===== config.mk =====
export PLATFORM = sky130hd
export DESIGN_NAME = plk_ctrl_end_flat
export DESIGN_NICKNAME = d
export VERILOG_FILES = /design/src/shared/plk_pkg.sv /design/src/shared/plk_link_if.sv /design/src/logic/plk_ctrl_end.sv /design/src/logic/plk_fifo.sv /design/src/flat_wrapper.sv
export SDC_FILE = /design/constraint.sdc
export NUM_CORES = 2
export LEC_CHECK = 0
export BUFFER_PORTS_ARGS = -buffer_cell sky130_fd_sc_hd__clkbuf_2
export CORE_MARGIN = 5
export CORE_UTILIZATION = 45
export DETAILED_ROUTE_END_ITERATION = 7
export SYNTH_ARGS = -nofsm -noshare
export SYNTH_HDL_FRONTEND = slang
export SYNTH_HIERARCHICAL = 1
export SYNTH_SLANG_ARGS = --single-unit

===== constraint.sdc =====
create_clock -name clock -period 15.2 [get_ports clock]
set_input_delay 0 -clock clock [delete_from_list [all_inputs] [get_ports clock]]
set_output_delay 0 -clock clock [all_outputs]
set_load 0.05 [all_outputs]

===== src/shared/plk_pkg.sv =====
package plk_pkg;
  localparam int DATA_W = 16;
  localparam int ADDR_W = 16;
  localparam int LINES = 64;
  localparam int LINE_W = 6;
  localparam int CNT_W = 7;
  localparam int SHEETS = 4;
  localparam int SHEET_W = 2;
  localparam int FIFO_DEPTH = 16;
  localparam int PLC_MEM_WORDS = 256;
  localparam int TIMER_W = 24;
  localparam logic [7:0] ID_RESERVED_HI = 8'hff;
  localparam logic [7:0] ID_RESERVED_LO = 8'hfe;
  localparam logic [7:0] STATION_MIN = 8'h01;
  localparam logic [7:0] UNITS_8 = 8'h08;
  localparam logic [7:0] UNITS_16 = 8'h10;
  localparam logic [7:0] UNITS_24 = 8'h18;
  localparam logic [7:0] UNITS_31 = 8'h1f;
  localparam int CLOCK_HZ = 25_000_000;
  localparam int TRIG_SCAN_US = 1000;
  localparam int CYCLIC_US = 10000;
  localparam int TRIG_SCAN_CYCLES = TRIG_SCAN_US * (CLOCK_HZ / 1_000_000);
  localparam int CYCLIC_CYCLES = CYCLIC_US * (CLOCK_HZ / 1_000_000);

  typedef enum logic [1:0] {
    PROTO_FRAME3C = 2'h0,
    PROTO_NODE = 2'h1,
    PROTO_RTU = 2'h2
  } plk_proto_type;

  typedef struct packed {
    logic hit;
    logic writable;
    logic [4:0] idx;
  } plk_hit_type;

  localparam int CTRL_WORDS = 27;

  function automatic logic [7:0] plk_max_units(input logic [1:0] sel);
    case (sel)
      2'h1: plk_max_units = UNITS_16;
      2'h2: plk_max_units = UNITS_24;
      2'h3: plk_max_units = UNITS_31;
      default: plk_max_units = UNITS_8;
    endcase
  endfunction

  function automatic plk_hit_type plk_reg_lookup(input logic [ADDR_W-1:0] a);
    case (a)
      16'h3800: plk_reg_lookup = '{1'b1, 1'b0, 5'h00}; // summary_alarm
      16'h3801: plk_reg_lookup = '{1'b1, 1'b0, 5'h01}; // digital_output_state
      16'h3802: plk_reg_lookup = '{1'b1, 1'b0, 5'h02}; // digital_input_state
      16'h3814: plk_reg_lookup = '{1'b1, 1'b0, 5'h03}; // loop_measured_value
      16'h3815: plk_reg_lookup = '{1'b1, 1'b0, 5'h04}; // loop_target_value
      16'h3816: plk_reg_lookup = '{1'b1, 1'b0, 5'h05}; // output_value
      16'h3852: plk_reg_lookup = '{1'b1, 1'b0, 5'h06}; // sensor1_on_current
      16'h3853: plk_reg_lookup = '{1'b1, 1'b0, 5'h07}; // sensor2_on_current
      16'h3854: plk_reg_lookup = '{1'b1, 1'b0, 5'h08}; // heating_output_value
      16'h3855: plk_reg_lookup = '{1'b1, 1'b0, 5'h09}; // cooling_output_value
      16'h3900: plk_reg_lookup = '{1'b1, 1'b1, 5'h0a}; // local_target_group_select
      16'h3901: plk_reg_lookup = '{1'b1, 1'b1, 5'h0b}; // local_target_active
      16'h3902: plk_reg_lookup = '{1'b1, 1'b1, 5'h0c}; // manual_output_value
      16'h3903: plk_reg_lookup = '{1'b1, 1'b1, 5'h0d}; // run_standby_select
      16'h3904: plk_reg_lookup = '{1'b1, 1'b1, 5'h0e}; // auto_manual_select
      16'h3905: plk_reg_lookup = '{1'b1, 1'b1, 5'h0f}; // autotune_start_stop
      16'h3a00: plk_reg_lookup = '{1'b1, 1'b1, 5'h10}; // proportional_band_active
      16'h3a01: plk_reg_lookup = '{1'b1, 1'b1, 5'h11}; // integral_time_active
      16'h3a02: plk_reg_lookup = '{1'b1, 1'b1, 5'h12}; // derivative_time_active
      16'h3a03: plk_reg_lookup = '{1'b1, 1'b1, 5'h13}; // manual_reset_active
      16'h3a04: plk_reg_lookup = '{1'b1, 1'b1, 5'h14}; // output_low_limit_active
      16'h3a05: plk_reg_lookup = '{1'b1, 1'b1, 5'h15}; // output_high_limit_active
      16'h3a06: plk_reg_lookup = '{1'b1, 1'b1, 5'h16}; // cool_proportional_band_active
      16'h3a07: plk_reg_lookup = '{1'b1, 1'b1, 5'h17}; // cool_integral_time_active
      16'h3a08: plk_reg_lookup = '{1'b1, 1'b1, 5'h18}; // cool_derivative_time_active
      16'h3a0a: plk_reg_lookup = '{1'b1, 1'b1, 5'h19}; // cool_output_low_limit_active
      16'h3a0b: plk_reg_lookup = '{1'b1, 1'b1, 5'h1a}; // cool_output_high_limit_active
      default: plk_reg_lookup = '{1'b0, 1'b0, 5'h00};
    endcase
  endfunction
endpackage


===== src/shared/plk_link_if.sv =====
`timescale 1ns/1ps
interface plk_link_if;
  logic req_valid;
  logic req_write;
  plk_pkg::plk_proto_type req_proto;
  logic [7:0] req_id;
  logic [plk_pkg::ADDR_W-1:0] req_addr;
  logic [plk_pkg::DATA_W-1:0] req_data;
  logic rsp_valid;
  logic rsp_error;
  logic [plk_pkg::DATA_W-1:0] rsp_data;
  modport ctrl_end(
    output req_valid, req_write, req_proto, req_id, req_addr, req_data,
    input rsp_valid, rsp_error, rsp_data
  );
  modport plc_end(
    input req_valid, req_write, req_proto, req_id, req_addr, req_data,
    output rsp_valid, rsp_error, rsp_data
  );
endinterface


===== src/logic/plk_ctrl_end.sv =====
`timescale 1ns/1ps
module plk_ctrl_end #(
  parameter int SCAN_CYCLES = plk_pkg::TRIG_SCAN_CYCLES,
  parameter int CYCLIC_CYCLES = plk_pkg::CYCLIC_CYCLES
)(
  input wire logic clock,
  input wire logic reset,
  plk_link_if.ctrl_end link,
  input wire logic set_triggered,
  input wire logic set_trig_init,
  input wire plk_pkg::plk_proto_type set_proto,
  input wire logic [7:0] set_plc_id,
  input wire logic [7:0] set_station,
  input wire logic [1:0] set_unit_sel,
  input wire logic [2:0] set_sheets,
  input wire logic cfg_lock,
  input wire logic line_we,
  input wire logic [plk_pkg::LINE_W-1:0] line_idx,
  input wire logic [plk_pkg::ADDR_W-1:0] line_ctrl_addr,
  input wire logic [plk_pkg::ADDR_W-1:0] line_plc_addr,
  input wire logic line_ram,
  input wire logic sheet_we,
  input wire logic [plk_pkg::SHEET_W-1:0] sheet_idx,
  input wire logic [plk_pkg::LINE_W-1:0] sheet_first,
  input wire logic [plk_pkg::CNT_W-1:0] sheet_count,
  input wire logic [plk_pkg::ADDR_W-1:0] sheet_trig_addr,
  input wire logic [plk_pkg::ADDR_W-1:0] sheet_notify_addr,
  input wire logic mon_we,
  input wire logic [plk_pkg::ADDR_W-1:0] mon_addr,
  input wire logic [plk_pkg::DATA_W-1:0] mon_data,
  output logic link_active,
  output logic host_comm_enable,
  output logic cfg_error,
  output logic link_error,
  output logic write_refused,
  output logic ctrl_wr_valid,
  output logic [plk_pkg::ADDR_W-1:0] ctrl_wr_addr,
  output logic [plk_pkg::DATA_W-1:0] ctrl_wr_data,
  output logic ctrl_wr_ram
);
  import plk_pkg::*;
  localparam logic [TIMER_W-1:0] SCAN_LOAD = TIMER_W'(SCAN_CYCLES - 1);
  localparam logic [TIMER_W-1:0] CYCLIC_LOAD = TIMER_W'(CYCLIC_CYCLES - 1);

  typedef enum logic [7:0] {
    ST_IDLE = 8'h01,
    ST_WAIT = 8'h02,
    ST_TRIG_RD = 8'h04,
    ST_TRIG_CLR = 8'h08,
    ST_FILL = 8'h10,
    ST_DRAIN = 8'h20,
    ST_NOTIFY = 8'h40,
    ST_HALT = 8'h80
  } plk_ctrl_st_type;

  typedef struct packed {
    plk_ctrl_st_type state;
    logic triggered;
    logic trig_init;
    plk_proto_type proto;
    logic [7:0] plc_id;
    logic [2:0] sheets;
    logic [TIMER_W-1:0] timer;
    logic [SHEET_W-1:0] sheet;
    logic [CNT_W-1:0] fill_line;
    logic [CNT_W-1:0] drain_line;
    logic [SHEETS-1:0] prev_on;
    logic pending;
    logic sent;
    logic req_write;
    logic [ADDR_W-1:0] req_addr;
    logic [DATA_W-1:0] req_data;
    logic active;
    logic host_en;
    logic cfg_error;
    logic link_error;
    logic refused;
    logic wr_valid;
    logic [ADDR_W-1:0] wr_addr;
    logic [DATA_W-1:0] wr_data;
    logic wr_ram;
  } plk_ctrl_state_type;

  plk_ctrl_state_type state_reg, state_next;
  logic [ADDR_W-1:0] line_ctrl_mem [LINES];
  logic [ADDR_W-1:0] line_plc_mem [LINES];
  logic line_ram_mem [LINES];
  logic [LINE_W-1:0] sheet_first_mem [SHEETS];
  logic [CNT_W-1:0] sheet_count_mem [SHEETS];
  logic [ADDR_W-1:0] sheet_trig_mem [SHEETS];
  logic [ADDR_W-1:0] sheet_notify_mem [SHEETS];
  logic [DATA_W-1:0] ctrl_mem [CTRL_WORDS];

  logic fifo_in_valid;
  logic fifo_in_ready;
  logic [DATA_W-1:0] fifo_in_data;
  logic fifo_out_valid;
  logic fifo_out_ready;
  logic [DATA_W-1:0] fifo_out_data;
  logic rsp;
  logic [LINE_W-1:0] line_f;
  logic [LINE_W-1:0] line_d;
  logic [CNT_W-1:0] count_now;
  plk_hit_type hit_f;
  plk_hit_type hit_d;
  plk_hit_type hit_m;
  plk_hit_type hit_w;

  plk_fifo #(.WIDTH(DATA_W), .DEPTH(FIFO_DEPTH)) u_fifo (
    .clock(clock),
    .reset(reset),
    .in_valid(fifo_in_valid),
    .in_ready(fifo_in_ready),
    .in_data(fifo_in_data),
    .out_valid(fifo_out_valid),
    .out_ready(fifo_out_ready),
    .out_data(fifo_out_data)
  );

  function automatic plk_ctrl_state_type issue(input plk_ctrl_state_type s,
      input logic wr, input logic [ADDR_W-1:0] a, input logic [DATA_W-1:0] d);
    issue = s;
    issue.pending = 1'b1;
    issue.sent = 1'b1;
    issue.req_write = wr;
    issue.req_addr = a;
    issue.req_data = d;
  endfunction

  function automatic plk_ctrl_state_type next_sheet(input plk_ctrl_state_type s);
    next_sheet = s;
    next_sheet.fill_line = '0;
    next_sheet.drain_line = '0;
    if (3'(s.sheet) + 3'h1 >= s.sheets) begin
      next_sheet.sheet = '0;
      next_sheet.state = ST_WAIT;
      next_sheet.timer = s.triggered ? SCAN_LOAD : CYCLIC_LOAD;
    end else begin
      next_sheet.sheet = s.sheet + 1'b1;
      next_sheet.state = s.triggered ? ST_TRIG_RD : ST_FILL;
    end
  endfunction

  assign rsp = link.rsp_valid && state_reg.pending;
  assign line_f = sheet_first_mem[state_reg.sheet] + state_reg.fill_line[LINE_W-1:0];
  assign line_d = sheet_first_mem[state_reg.sheet] + state_reg.drain_line[LINE_W-1:0];
  assign count_now = sheet_count_mem[state_reg.sheet];
  assign hit_f = plk_reg_lookup(line_ctrl_mem[line_f]);
  assign hit_d = plk_reg_lookup(line_ctrl_mem[line_d]);
  assign hit_m = plk_reg_lookup(mon_addr);
  assign hit_w = plk_reg_lookup(state_reg.wr_addr);

  always_comb begin
    state_next = state_reg;
    state_next.wr_valid = 1'b0;
    fifo_in_valid = 1'b0;
    fifo_in_data = '0;
    fifo_out_ready = 1'b0;
    if (rsp) begin
      state_next.pending = 1'b0;
      if (link.rsp_error) state_next.link_error = 1'b1;
    end
    case (state_reg.state)
      ST_IDLE: if (cfg_lock) begin
        // Captured once; later changes wait for the next power cycle
        state_next.triggered = set_triggered;
        state_next.trig_init = set_trig_init;
        state_next.proto = set_proto;
        state_next.plc_id = set_plc_id;
        state_next.sheets = set_sheets;
        state_next.timer = '0;
        if (set_station >= STATION_MIN && set_station <= plk_max_units(set_unit_sel) &&
            set_plc_id != set_station && set_plc_id != ID_RESERVED_HI &&
            set_plc_id != ID_RESERVED_LO && set_sheets != '0 && set_sheets <= 3'(SHEETS)) begin
          state_next.state = ST_WAIT;
          state_next.active = 1'b1;
          state_next.host_en = 1'b0;
        end else begin
          state_next.state = ST_HALT;
          state_next.cfg_error = 1'b1;
        end
      end
      ST_WAIT: begin
        if (state_reg.timer == '0) begin
          state_next.sheet = '0;
          state_next.fill_line = '0;
          state_next.drain_line = '0;
          state_next.state = state_reg.triggered ? ST_TRIG_RD : ST_FILL;
        end else begin
          state_next.timer = state_reg.timer - 1'b1;
        end
      end
      ST_TRIG_RD: begin
        if (!state_reg.sent) begin
          state_next = issue(state_next, 1'b0, sheet_trig_mem[state_reg.sheet], '0);
        end else if (rsp) begin
          state_next.sent = 1'b0;
          // Only an OFF to ON change starts a transfer; short pulses may be missed
          if (link.rsp_data != '0 && !state_reg.prev_on[state_reg.sheet]) begin
            // A self-cleared trigger is remembered as OFF
            state_next.prev_on[state_reg.sheet] = !state_reg.trig_init;
            state_next.state = state_reg.trig_init ? ST_TRIG_CLR : ST_FILL;
          end else begin
            state_next.prev_on[state_reg.sheet] = link.rsp_data != '0;
            state_next = next_sheet(state_next);
          end
        end
      end
      ST_TRIG_CLR: begin
        if (!state_reg.sent) begin
          state_next = issue(state_next, 1'b1, sheet_trig_mem[state_reg.sheet], '0);
        end else if (rsp) begin
          state_next.sent = 1'b0;
          state_next.state = ST_FILL;
        end
      end
      ST_FILL: begin
        if (state_reg.sent) begin
          if (rsp) begin
            // Room was checked before the read went out
            fifo_in_valid = 1'b1;
            fifo_in_data = link.rsp_data;
            state_next.fill_line = state_reg.fill_line + 1'b1;
            state_next.sent = 1'b0;
          end
        end else if (state_reg.fill_line == count_now || !fifo_in_ready) begin
          state_next.state = ST_DRAIN;
        end else if (state_reg.triggered) begin
          state_next = issue(state_next, 1'b0, line_plc_mem[line_f], '0);
        end else begin
          // Both read-only and read/write items may go to the PLC
          fifo_in_valid = 1'b1;
          fifo_in_data = hit_f.hit ? ctrl_mem[hit_f.idx] : '0;
          state_next.fill_line = state_reg.fill_line + 1'b1;
        end
      end
      ST_DRAIN: begin
        if (!fifo_out_valid) begin
          state_next.state = state_reg.fill_line == count_now ? ST_NOTIFY : ST_FILL;
        end else if (state_reg.triggered) begin
          fifo_out_ready = 1'b1;
          state_next.drain_line = state_reg.drain_line + 1'b1;
          if (hit_d.hit && hit_d.writable) begin
            state_next.wr_valid = 1'b1;
            state_next.wr_addr = line_ctrl_mem[line_d];
            state_next.wr_data = fifo_out_data;
            state_next.wr_ram = line_ram_mem[line_d];
          end else begin
            state_next.refused = 1'b1;
          end
        end else if (!state_reg.sent) begin
          state_next = issue(state_next, 1'b1, line_plc_mem[line_d], fifo_out_data);
        end else if (rsp) begin
          fifo_out_ready = 1'b1;
          state_next.drain_line = state_reg.drain_line + 1'b1;
          state_next.sent = 1'b0;
        end
      end
      ST_NOTIFY: begin
        if (!state_reg.sent) begin
          state_next = issue(state_next, 1'b1, sheet_notify_mem[state_reg.sheet],
                             DATA_W'(count_now));
        end else if (rsp) begin
          state_next.sent = 1'b0;
          state_next = next_sheet(state_next);
        end
      end
      ST_HALT: state_next.state = ST_HALT;
      default: state_next.state = ST_IDLE;
    endcase
  end

  always_ff @(posedge clock) begin
    if (reset) begin
      state_reg <= '0;
      state_reg.state <= ST_IDLE;
      state_reg.host_en <= 1'b1;
    end else begin
      state_reg <= state_next;
    end
  end

  // Tables may be loaded only until settings are captured
  always_ff @(posedge clock) begin
    if (line_we && state_reg.state == ST_IDLE) begin
      line_ctrl_mem[line_idx] <= line_ctrl_addr;
      line_plc_mem[line_idx] <= line_plc_addr;
      line_ram_mem[line_idx] <= line_ram;
    end
    if (sheet_we && state_reg.state == ST_IDLE) begin
      sheet_first_mem[sheet_idx] <= sheet_first;
      sheet_count_mem[sheet_idx] <= sheet_count;
      sheet_trig_mem[sheet_idx] <= sheet_trig_addr;
      sheet_notify_mem[sheet_idx] <= sheet_notify_addr;
    end
  end

  // A link write wins over a monitor update of the same cycle
  always_ff @(posedge clock) begin
    if (state_reg.wr_valid) ctrl_mem[hit_w.idx] <= state_reg.wr_data;
    else if (mon_we && hit_m.hit) ctrl_mem[hit_m.idx] <= mon_data;
  end

  assign link.req_valid = state_reg.pending;
  assign link.req_write = state_reg.req_write;
  assign link.req_proto = state_reg.proto;
  assign link.req_id = state_reg.plc_id;
  assign link.req_addr = state_reg.req_addr;
  assign link.req_data = state_reg.req_data;
  assign link_active = state_reg.active;
  assign host_comm_enable = state_reg.host_en;
  assign cfg_error = state_reg.cfg_error;
  assign link_error = state_reg.link_error;
  assign write_refused = state_reg.refused;
  assign ctrl_wr_valid = state_reg.wr_valid;
  assign ctrl_wr_addr = state_reg.wr_addr;
  assign ctrl_wr_data = state_reg.wr_data;
  assign ctrl_wr_ram = state_reg.wr_ram;
endmodule // plk_ctrl_end


===== src/logic/plk_fifo.sv =====
`timescale 1ns/1ps
module plk_fifo #(
  parameter int WIDTH = 16,
  parameter int DEPTH = 16
)(
  input wire logic clock,
  input wire logic reset,
  input wire logic in_valid,
  output logic in_ready,
  input wire logic [WIDTH-1:0] in_data,
  output logic out_valid,
  input wire logic out_ready,
  output logic [WIDTH-1:0] out_data
);
  localparam int PW = $clog2(DEPTH);
  typedef struct packed {
    logic [PW-1:0] wr;
    logic [PW-1:0] rd;
    logic [PW:0] count;
  } plk_fifo_state_type;
  plk_fifo_state_type state_reg, state_next;
  logic [WIDTH-1:0] mem [DEPTH];
  logic push;
  logic pop;

  assign in_ready = state_reg.count != (PW+1)'(DEPTH);
  assign out_valid = state_reg.count != '0;
  assign out_data = mem[state_reg.rd];
  assign push = in_valid && in_ready;
  assign pop = out_valid && out_ready;

  always_comb begin
    state_next = state_reg;
    if (push) state_next.wr = state_reg.wr + 1'b1;
    if (pop) state_next.rd = state_reg.rd + 1'b1;
    state_next.count = state_reg.count + (PW+1)'(push) - (PW+1)'(pop);
  end

  always_ff @(posedge clock) begin
    if (reset) state_reg <= '0;
    else state_reg <= state_next;
  end

  always_ff @(posedge clock) begin
    if (push) mem[state_reg.wr] <= in_data;
  end
endmodule // plk_fifo


===== src/flat_wrapper.sv =====
// flat-port wrapper written by rule: the top's interface ports become plain ports
module plk_ctrl_end_flat import plk_pkg::*;
#(
  parameter int SCAN_CYCLES = plk_pkg::TRIG_SCAN_CYCLES,
  parameter int CYCLIC_CYCLES = plk_pkg::CYCLIC_CYCLES
)
  (clock, reset, set_triggered, set_trig_init, set_proto, set_plc_id, set_station, set_unit_sel, set_sheets, cfg_lock, line_we, line_idx, line_ctrl_addr, line_plc_addr, line_ram, sheet_we, sheet_idx, sheet_first, sheet_count, sheet_trig_addr, sheet_notify_addr, mon_we, mon_addr, mon_data, link_active, host_comm_enable, cfg_error, link_error, write_refused, ctrl_wr_valid, ctrl_wr_addr, ctrl_wr_data, ctrl_wr_ram, link_req_valid, link_req_write, link_req_proto, link_req_id, link_req_addr, link_req_data, link_rsp_valid, link_rsp_error, link_rsp_data);
  plk_link_if link_i ();
  input wire logic clock;
  input wire logic reset;
  input wire logic set_triggered;
  input wire logic set_trig_init;
  input wire plk_pkg::plk_proto_type set_proto;
  input wire logic [7:0] set_plc_id;
  input wire logic [7:0] set_station;
  input wire logic [1:0] set_unit_sel;
  input wire logic [2:0] set_sheets;
  input wire logic cfg_lock;
  input wire logic line_we;
  input wire logic [plk_pkg::LINE_W-1:0] line_idx;
  input wire logic [plk_pkg::ADDR_W-1:0] line_ctrl_addr;
  input wire logic [plk_pkg::ADDR_W-1:0] line_plc_addr;
  input wire logic line_ram;
  input wire logic sheet_we;
  input wire logic [plk_pkg::SHEET_W-1:0] sheet_idx;
  input wire logic [plk_pkg::LINE_W-1:0] sheet_first;
  input wire logic [plk_pkg::CNT_W-1:0] sheet_count;
  input wire logic [plk_pkg::ADDR_W-1:0] sheet_trig_addr;
  input wire logic [plk_pkg::ADDR_W-1:0] sheet_notify_addr;
  input wire logic mon_we;
  input wire logic [plk_pkg::ADDR_W-1:0] mon_addr;
  input wire logic [plk_pkg::DATA_W-1:0] mon_data;
  output logic link_active;
  output logic host_comm_enable;
  output logic cfg_error;
  output logic link_error;
  output logic write_refused;
  output logic ctrl_wr_valid;
  output logic [plk_pkg::ADDR_W-1:0] ctrl_wr_addr;
  output logic [plk_pkg::DATA_W-1:0] ctrl_wr_data;
  output logic ctrl_wr_ram;
  output wire logic [$bits(link_i.req_valid)-1:0] link_req_valid;
  output wire logic [$bits(link_i.req_write)-1:0] link_req_write;
  output wire logic [$bits(link_i.req_proto)-1:0] link_req_proto;
  output wire logic [$bits(link_i.req_id)-1:0] link_req_id;
  output wire logic [$bits(link_i.req_addr)-1:0] link_req_addr;
  output wire logic [$bits(link_i.req_data)-1:0] link_req_data;
  input wire logic [$bits(link_i.rsp_valid)-1:0] link_rsp_valid;
  input wire logic [$bits(link_i.rsp_error)-1:0] link_rsp_error;
  input wire logic [$bits(link_i.rsp_data)-1:0] link_rsp_data;
  assign link_req_valid = link_i.req_valid;
  assign link_req_write = link_i.req_write;
  assign link_req_proto = link_i.req_proto;
  assign link_req_id = link_i.req_id;
  assign link_req_addr = link_i.req_addr;
  assign link_req_data = link_i.req_data;
  assign link_i.rsp_valid = link_rsp_valid;
  assign link_i.rsp_error = link_rsp_error;
  assign link_i.rsp_data = link_rsp_data;
  plk_ctrl_end #(.SCAN_CYCLES(SCAN_CYCLES), .CYCLIC_CYCLES(CYCLIC_CYCLES)) u_core (.clock(clock), .reset(reset), .link(link_i), .set_triggered(set_triggered), .set_trig_init(set_trig_init), .set_proto(set_proto), .set_plc_id(set_plc_id), .set_station(set_station), .set_unit_sel(set_unit_sel), .set_sheets(set_sheets), .cfg_lock(cfg_lock), .line_we(line_we), .line_idx(line_idx), .line_ctrl_addr(line_ctrl_addr), .line_plc_addr(line_plc_addr), .line_ram(line_ram), .sheet_we(sheet_we), .sheet_idx(sheet_idx), .sheet_first(sheet_first), .sheet_count(sheet_count), .sheet_trig_addr(sheet_trig_addr), .sheet_notify_addr(sheet_notify_addr), .mon_we(mon_we), .mon_addr(mon_addr), .mon_data(mon_data), .link_active(link_active), .host_comm_enable(host_comm_enable), .cfg_error(cfg_error), .link_error(link_error), .write_refused(write_refused), .ctrl_wr_valid(ctrl_wr_valid), .ctrl_wr_addr(ctrl_wr_addr), .ctrl_wr_data(ctrl_wr_data), .ctrl_wr_ram(ctrl_wr_ram));
endmodule

==> flow_summary.yaml <==
floorplanning:
  dieArea_sq_um: 316000
  dieHeight_um: 562
  pin_count: 250
  start_util_pct: 45.2
  core_sq_um: 303000
  rows: 202
  die_x_um: 562
sta:
  worstMarginPinSlew_ns: 1.45
  finClkSkew_ns: 0.0416
  min_period_ns: 10.66
  setup_violations: 0
  relSlewSlack_pct: 2.42
  final-max-slew-violation-count: 0
  setup_ws_ns: 4.54
  tns_ns: 0
  period_share_pct: 70.1
  grt_setup_unrepaired: "no"
  hold_violations: 0
  max_freq_mhz: 93.9
yosys:
  synth_common_cells: "2980 x edfxtp_1, 977 x mux4_2, 633 x nand2_1"
  syn_nets: 8027
  ys_async_sr_fraction_pct: 0
  synth_seq_cells: 3139
  ys.flop_type: "edfxtp_1"
  yosysSeqAreaShare_pct: 67.6
  yosysTopAreaCell: "edfxtp_1"
  synth_cells: 7821
  synth.distinct_cells: 116
  synth_area_leaders: "edfxtp_1 65%, mux4_2 16%, dfxtp_1 2.3%"
  synth.most_common_cell: "edfxtp_1"
  avgSynthCellArea_sq_um: 17.5
  synth_top_area_share_pct: 65.3
  synth_edf_count: 2980
  synth_area_sq_um: 137000
  yosys_warnings: 6
route:
  via_per_inst: 6.62
  drt_wl_total_um: 434000
  post_drt_wl_per_cell_um: 34.7
  drtIter0Drc: 11500
  antenna_left: 0
  drt_pre_antenna_iters: 8
  drcViolationCount: 0
  vias: 82800
finish:
  layout-drive-gt1-share_pct: 25.5
  stdcell_count: 12500
  top_regs: "u_core/line_ctrl_mem (1024), u_core/line_plc_mem (1024), u_core/ctrl_mem (432)"
  nets: 8454
  syn_to_final_growth_pct: 13.7
setup_path:
  startpoint_type: "flip-flop"
  critPathTopFamily: "compound AO/OA/AOI/OAI gates"
  cp_max_fo: 87
  path_cells: "mux4_2, ha_4, inv_1, fa_4, inv_6, buf_4, nor2_1, nor4_1, o32ai_1, buf_4, or2_1, a211oi_1, nand4_1, o211a_2, nand2_8, buf_4, mux2i_1, o211ai_1, a32oi_1, o311ai_2"
  worstPathRequired_ns: 15.77
  slowest_stage: "a211oi_1"
  crit_top_cell: "buf_4"
  criticalPathCategory: "reg2reg"
  regToRegEndpoint: "u_core/u_fifo/mem[7][7]"
  critPathArrivalTime_ns: 11.22
  worst-path-buf-inv: 5
  critPathMaxStageDelay_ns: 1.20
  worstRegToRegCells: 20
  rrSetupSlack_ns: 4.54
  end_kind: "flip-flop"
placed_design:
  io_buffers: 249
  numPlacedInstances: 11700
  globalplace.congestion: 0.908
  dp_hpwl_um: 251000
  dp_slack_ns: 4.84
clocking:
  cts_tree: "yes"
  numCtsBuffers: 337
  cts_max_path_buffers: 4
  root_buffer: "clkbuf_16"
  clk_latency_ns: 0.94
  clock_sinks: 3139
  htree_levels: 5
  clk_pin_slew_ns: 0.06
power:
  powerDensity_nw_per_um2: 122
  total_leakage_power_nw: 50.4
  peakVddDrop_uv: 94.7
global_route:
  grt_pass1_vias: 81100
  track_usage_pct: 26.8
  antenna_found_initial: 26
  grt_max_degree: 125
  gr-total-overflow: 0
  grt_pass1_wl_um: 610000
min_path:
  hold_depth: 1
  min_to: "u_core/line_ctrl_mem[34][8]"
  min_path_type: "in2reg"
  min_from: "line_ctrl_addr[8]"
run_status:
  outcome: "complete, no violations"
flow_run:
  drv_cap: 0
-- routing by layer --
metal / vias to the layer above / wire (um) / track usage [%]
met5: - / 39 / 0
met4: 6 / 18900 / 10.5
met3: 860 / 48100 / 5.64
met2: 5538 / 199000 / 41.2
met1: 43300 / 168000 / 37.9
li1: 33100 / - / -
-- per-stage QoR --
step | cell area (sq um) | util [%] | hold slack (ns) | power, mW
global placement | 143000 | 47.2 | 0.214 | 10.9
global route | 156000 | 51.5 | 0.0602 | 19.6
finish | 156000 | 51.5 | 0.0466 | 19.0
detailed placement | 143000 | 47.2 | 0.220 | 10.9
CTS | 156000 | 51.4 | 0.0149 | 19.1
floorplan | 137000 | - | 0.0691 | 10.5
-- worst register-to-register path, cell delays in order, from the launching register on --
cell,delay (ns)
dfxtp_4,0.69
mux4_2,0.67
ha_4,0.20
inv_1,0.07
fa_4,0.70
inv_6,0.53
buf_4,0.87
nor2_1,0.16
nor4_1,0.73
o32ai_1,0.22
buf_4,0.19
or2_1,0.42
a211oi_1,1.20
nand4_1,0.27
o211a_2,0.37
nand2_8,0.50
buf_4,0.88
mux2i_1,0.22
o211ai_1,0.21
a32oi_1,0.20
o311ai_2,1.00
-- cell usage in the layout, fill, tap and decap left out, types with 155 or more instances in the layout --
| cell | netlist | layout |
|---|---|---|
| a21oi_1 | 214 | 214 |
| edfxtp_1 | 2980 | 2980 |
| mux2i_1 | 157 | 157 |
| clkbuf_16 | 0 | 345 |
| dfxtp_1 | 159 | 155 |
| mux4_2 | 977 | 977 |
| nor2_1 | 365 | 280 |
| nand3_1 | 207 | 207 |
| dlygate4sd3_1 | 0 | 204 |
| buf_4 | 102 | 193 |
| clkbuf_2 | 1 | 244 |
| nand2_1 | 633 | 633 |
-- kinds of logic (layout without fill, tap and decap cells) --
logic type,after synthesis,count (layout),synth area share [%]
XOR/XNOR,44,44,0.292
other,0,12,0
buffers and inverters,655,1344,2.38
multiplexers,1202,1202,17.9
AO/OA/AOI/OAI,935,935,5.01
AND/OR/NAND/NOR,1807,1807,6.43
adder cells (fa/ha/maj),39,39,0.372
flip-flops,3139,3139,67.6
-- where the power goes --
group          internal [mW]  total (mW)  switching (mW)
Sequential              9.51        9.54          0.0293
Clock                   4.77        8.21            3.43
Combinational          0.475        1.28           0.807
Total                   14.8        19.0            4.27
-- timing repair --
item                                    CTS  global route
gates resized for setup                   0             0
endpoints found under the hold margin  1925             0
hold buffers                            204             0
setup buffers                             0             0
-- final cells by class --
| cell class | count | area (sq um) |
|---|---|---|
| tap | 3978 | 4980 |
| multi-input combinational | 4027 | 42000 |
| inverter | 84 | 320 |
| timing repair buffer | 659 | 5010 |
| fill | 24000 | 147000 |
| antenna | 12 | 30.0 |
| clock buffer | 422 | 9010 |
| clock inverter | 179 | 1920 |
| sequential | 3139 | 92700 |
-- worst max-delay path by stage --
stage,from,end,slack (ns),cells after the start
final,flip-flop,u_core/u_fifo/mem[7][7],4.54,20
after global routing,flip-flop,u_core/u_fifo/mem[9][2],4.17,19
after CTS,flip-flop,u_core/u_fifo/mem[9][2],4.81,19
after detailed placement,flip-flop,u_core/u_fifo/mem[4][2],4.84,19
after global placement,flip-flop,u_core/u_fifo/mem[0][7],5.05,20
after floorplan,flip-flop,u_core/u_fifo/mem[0][15],7.74,26
No activity file was read; power rests on OpenSTA's default activity.
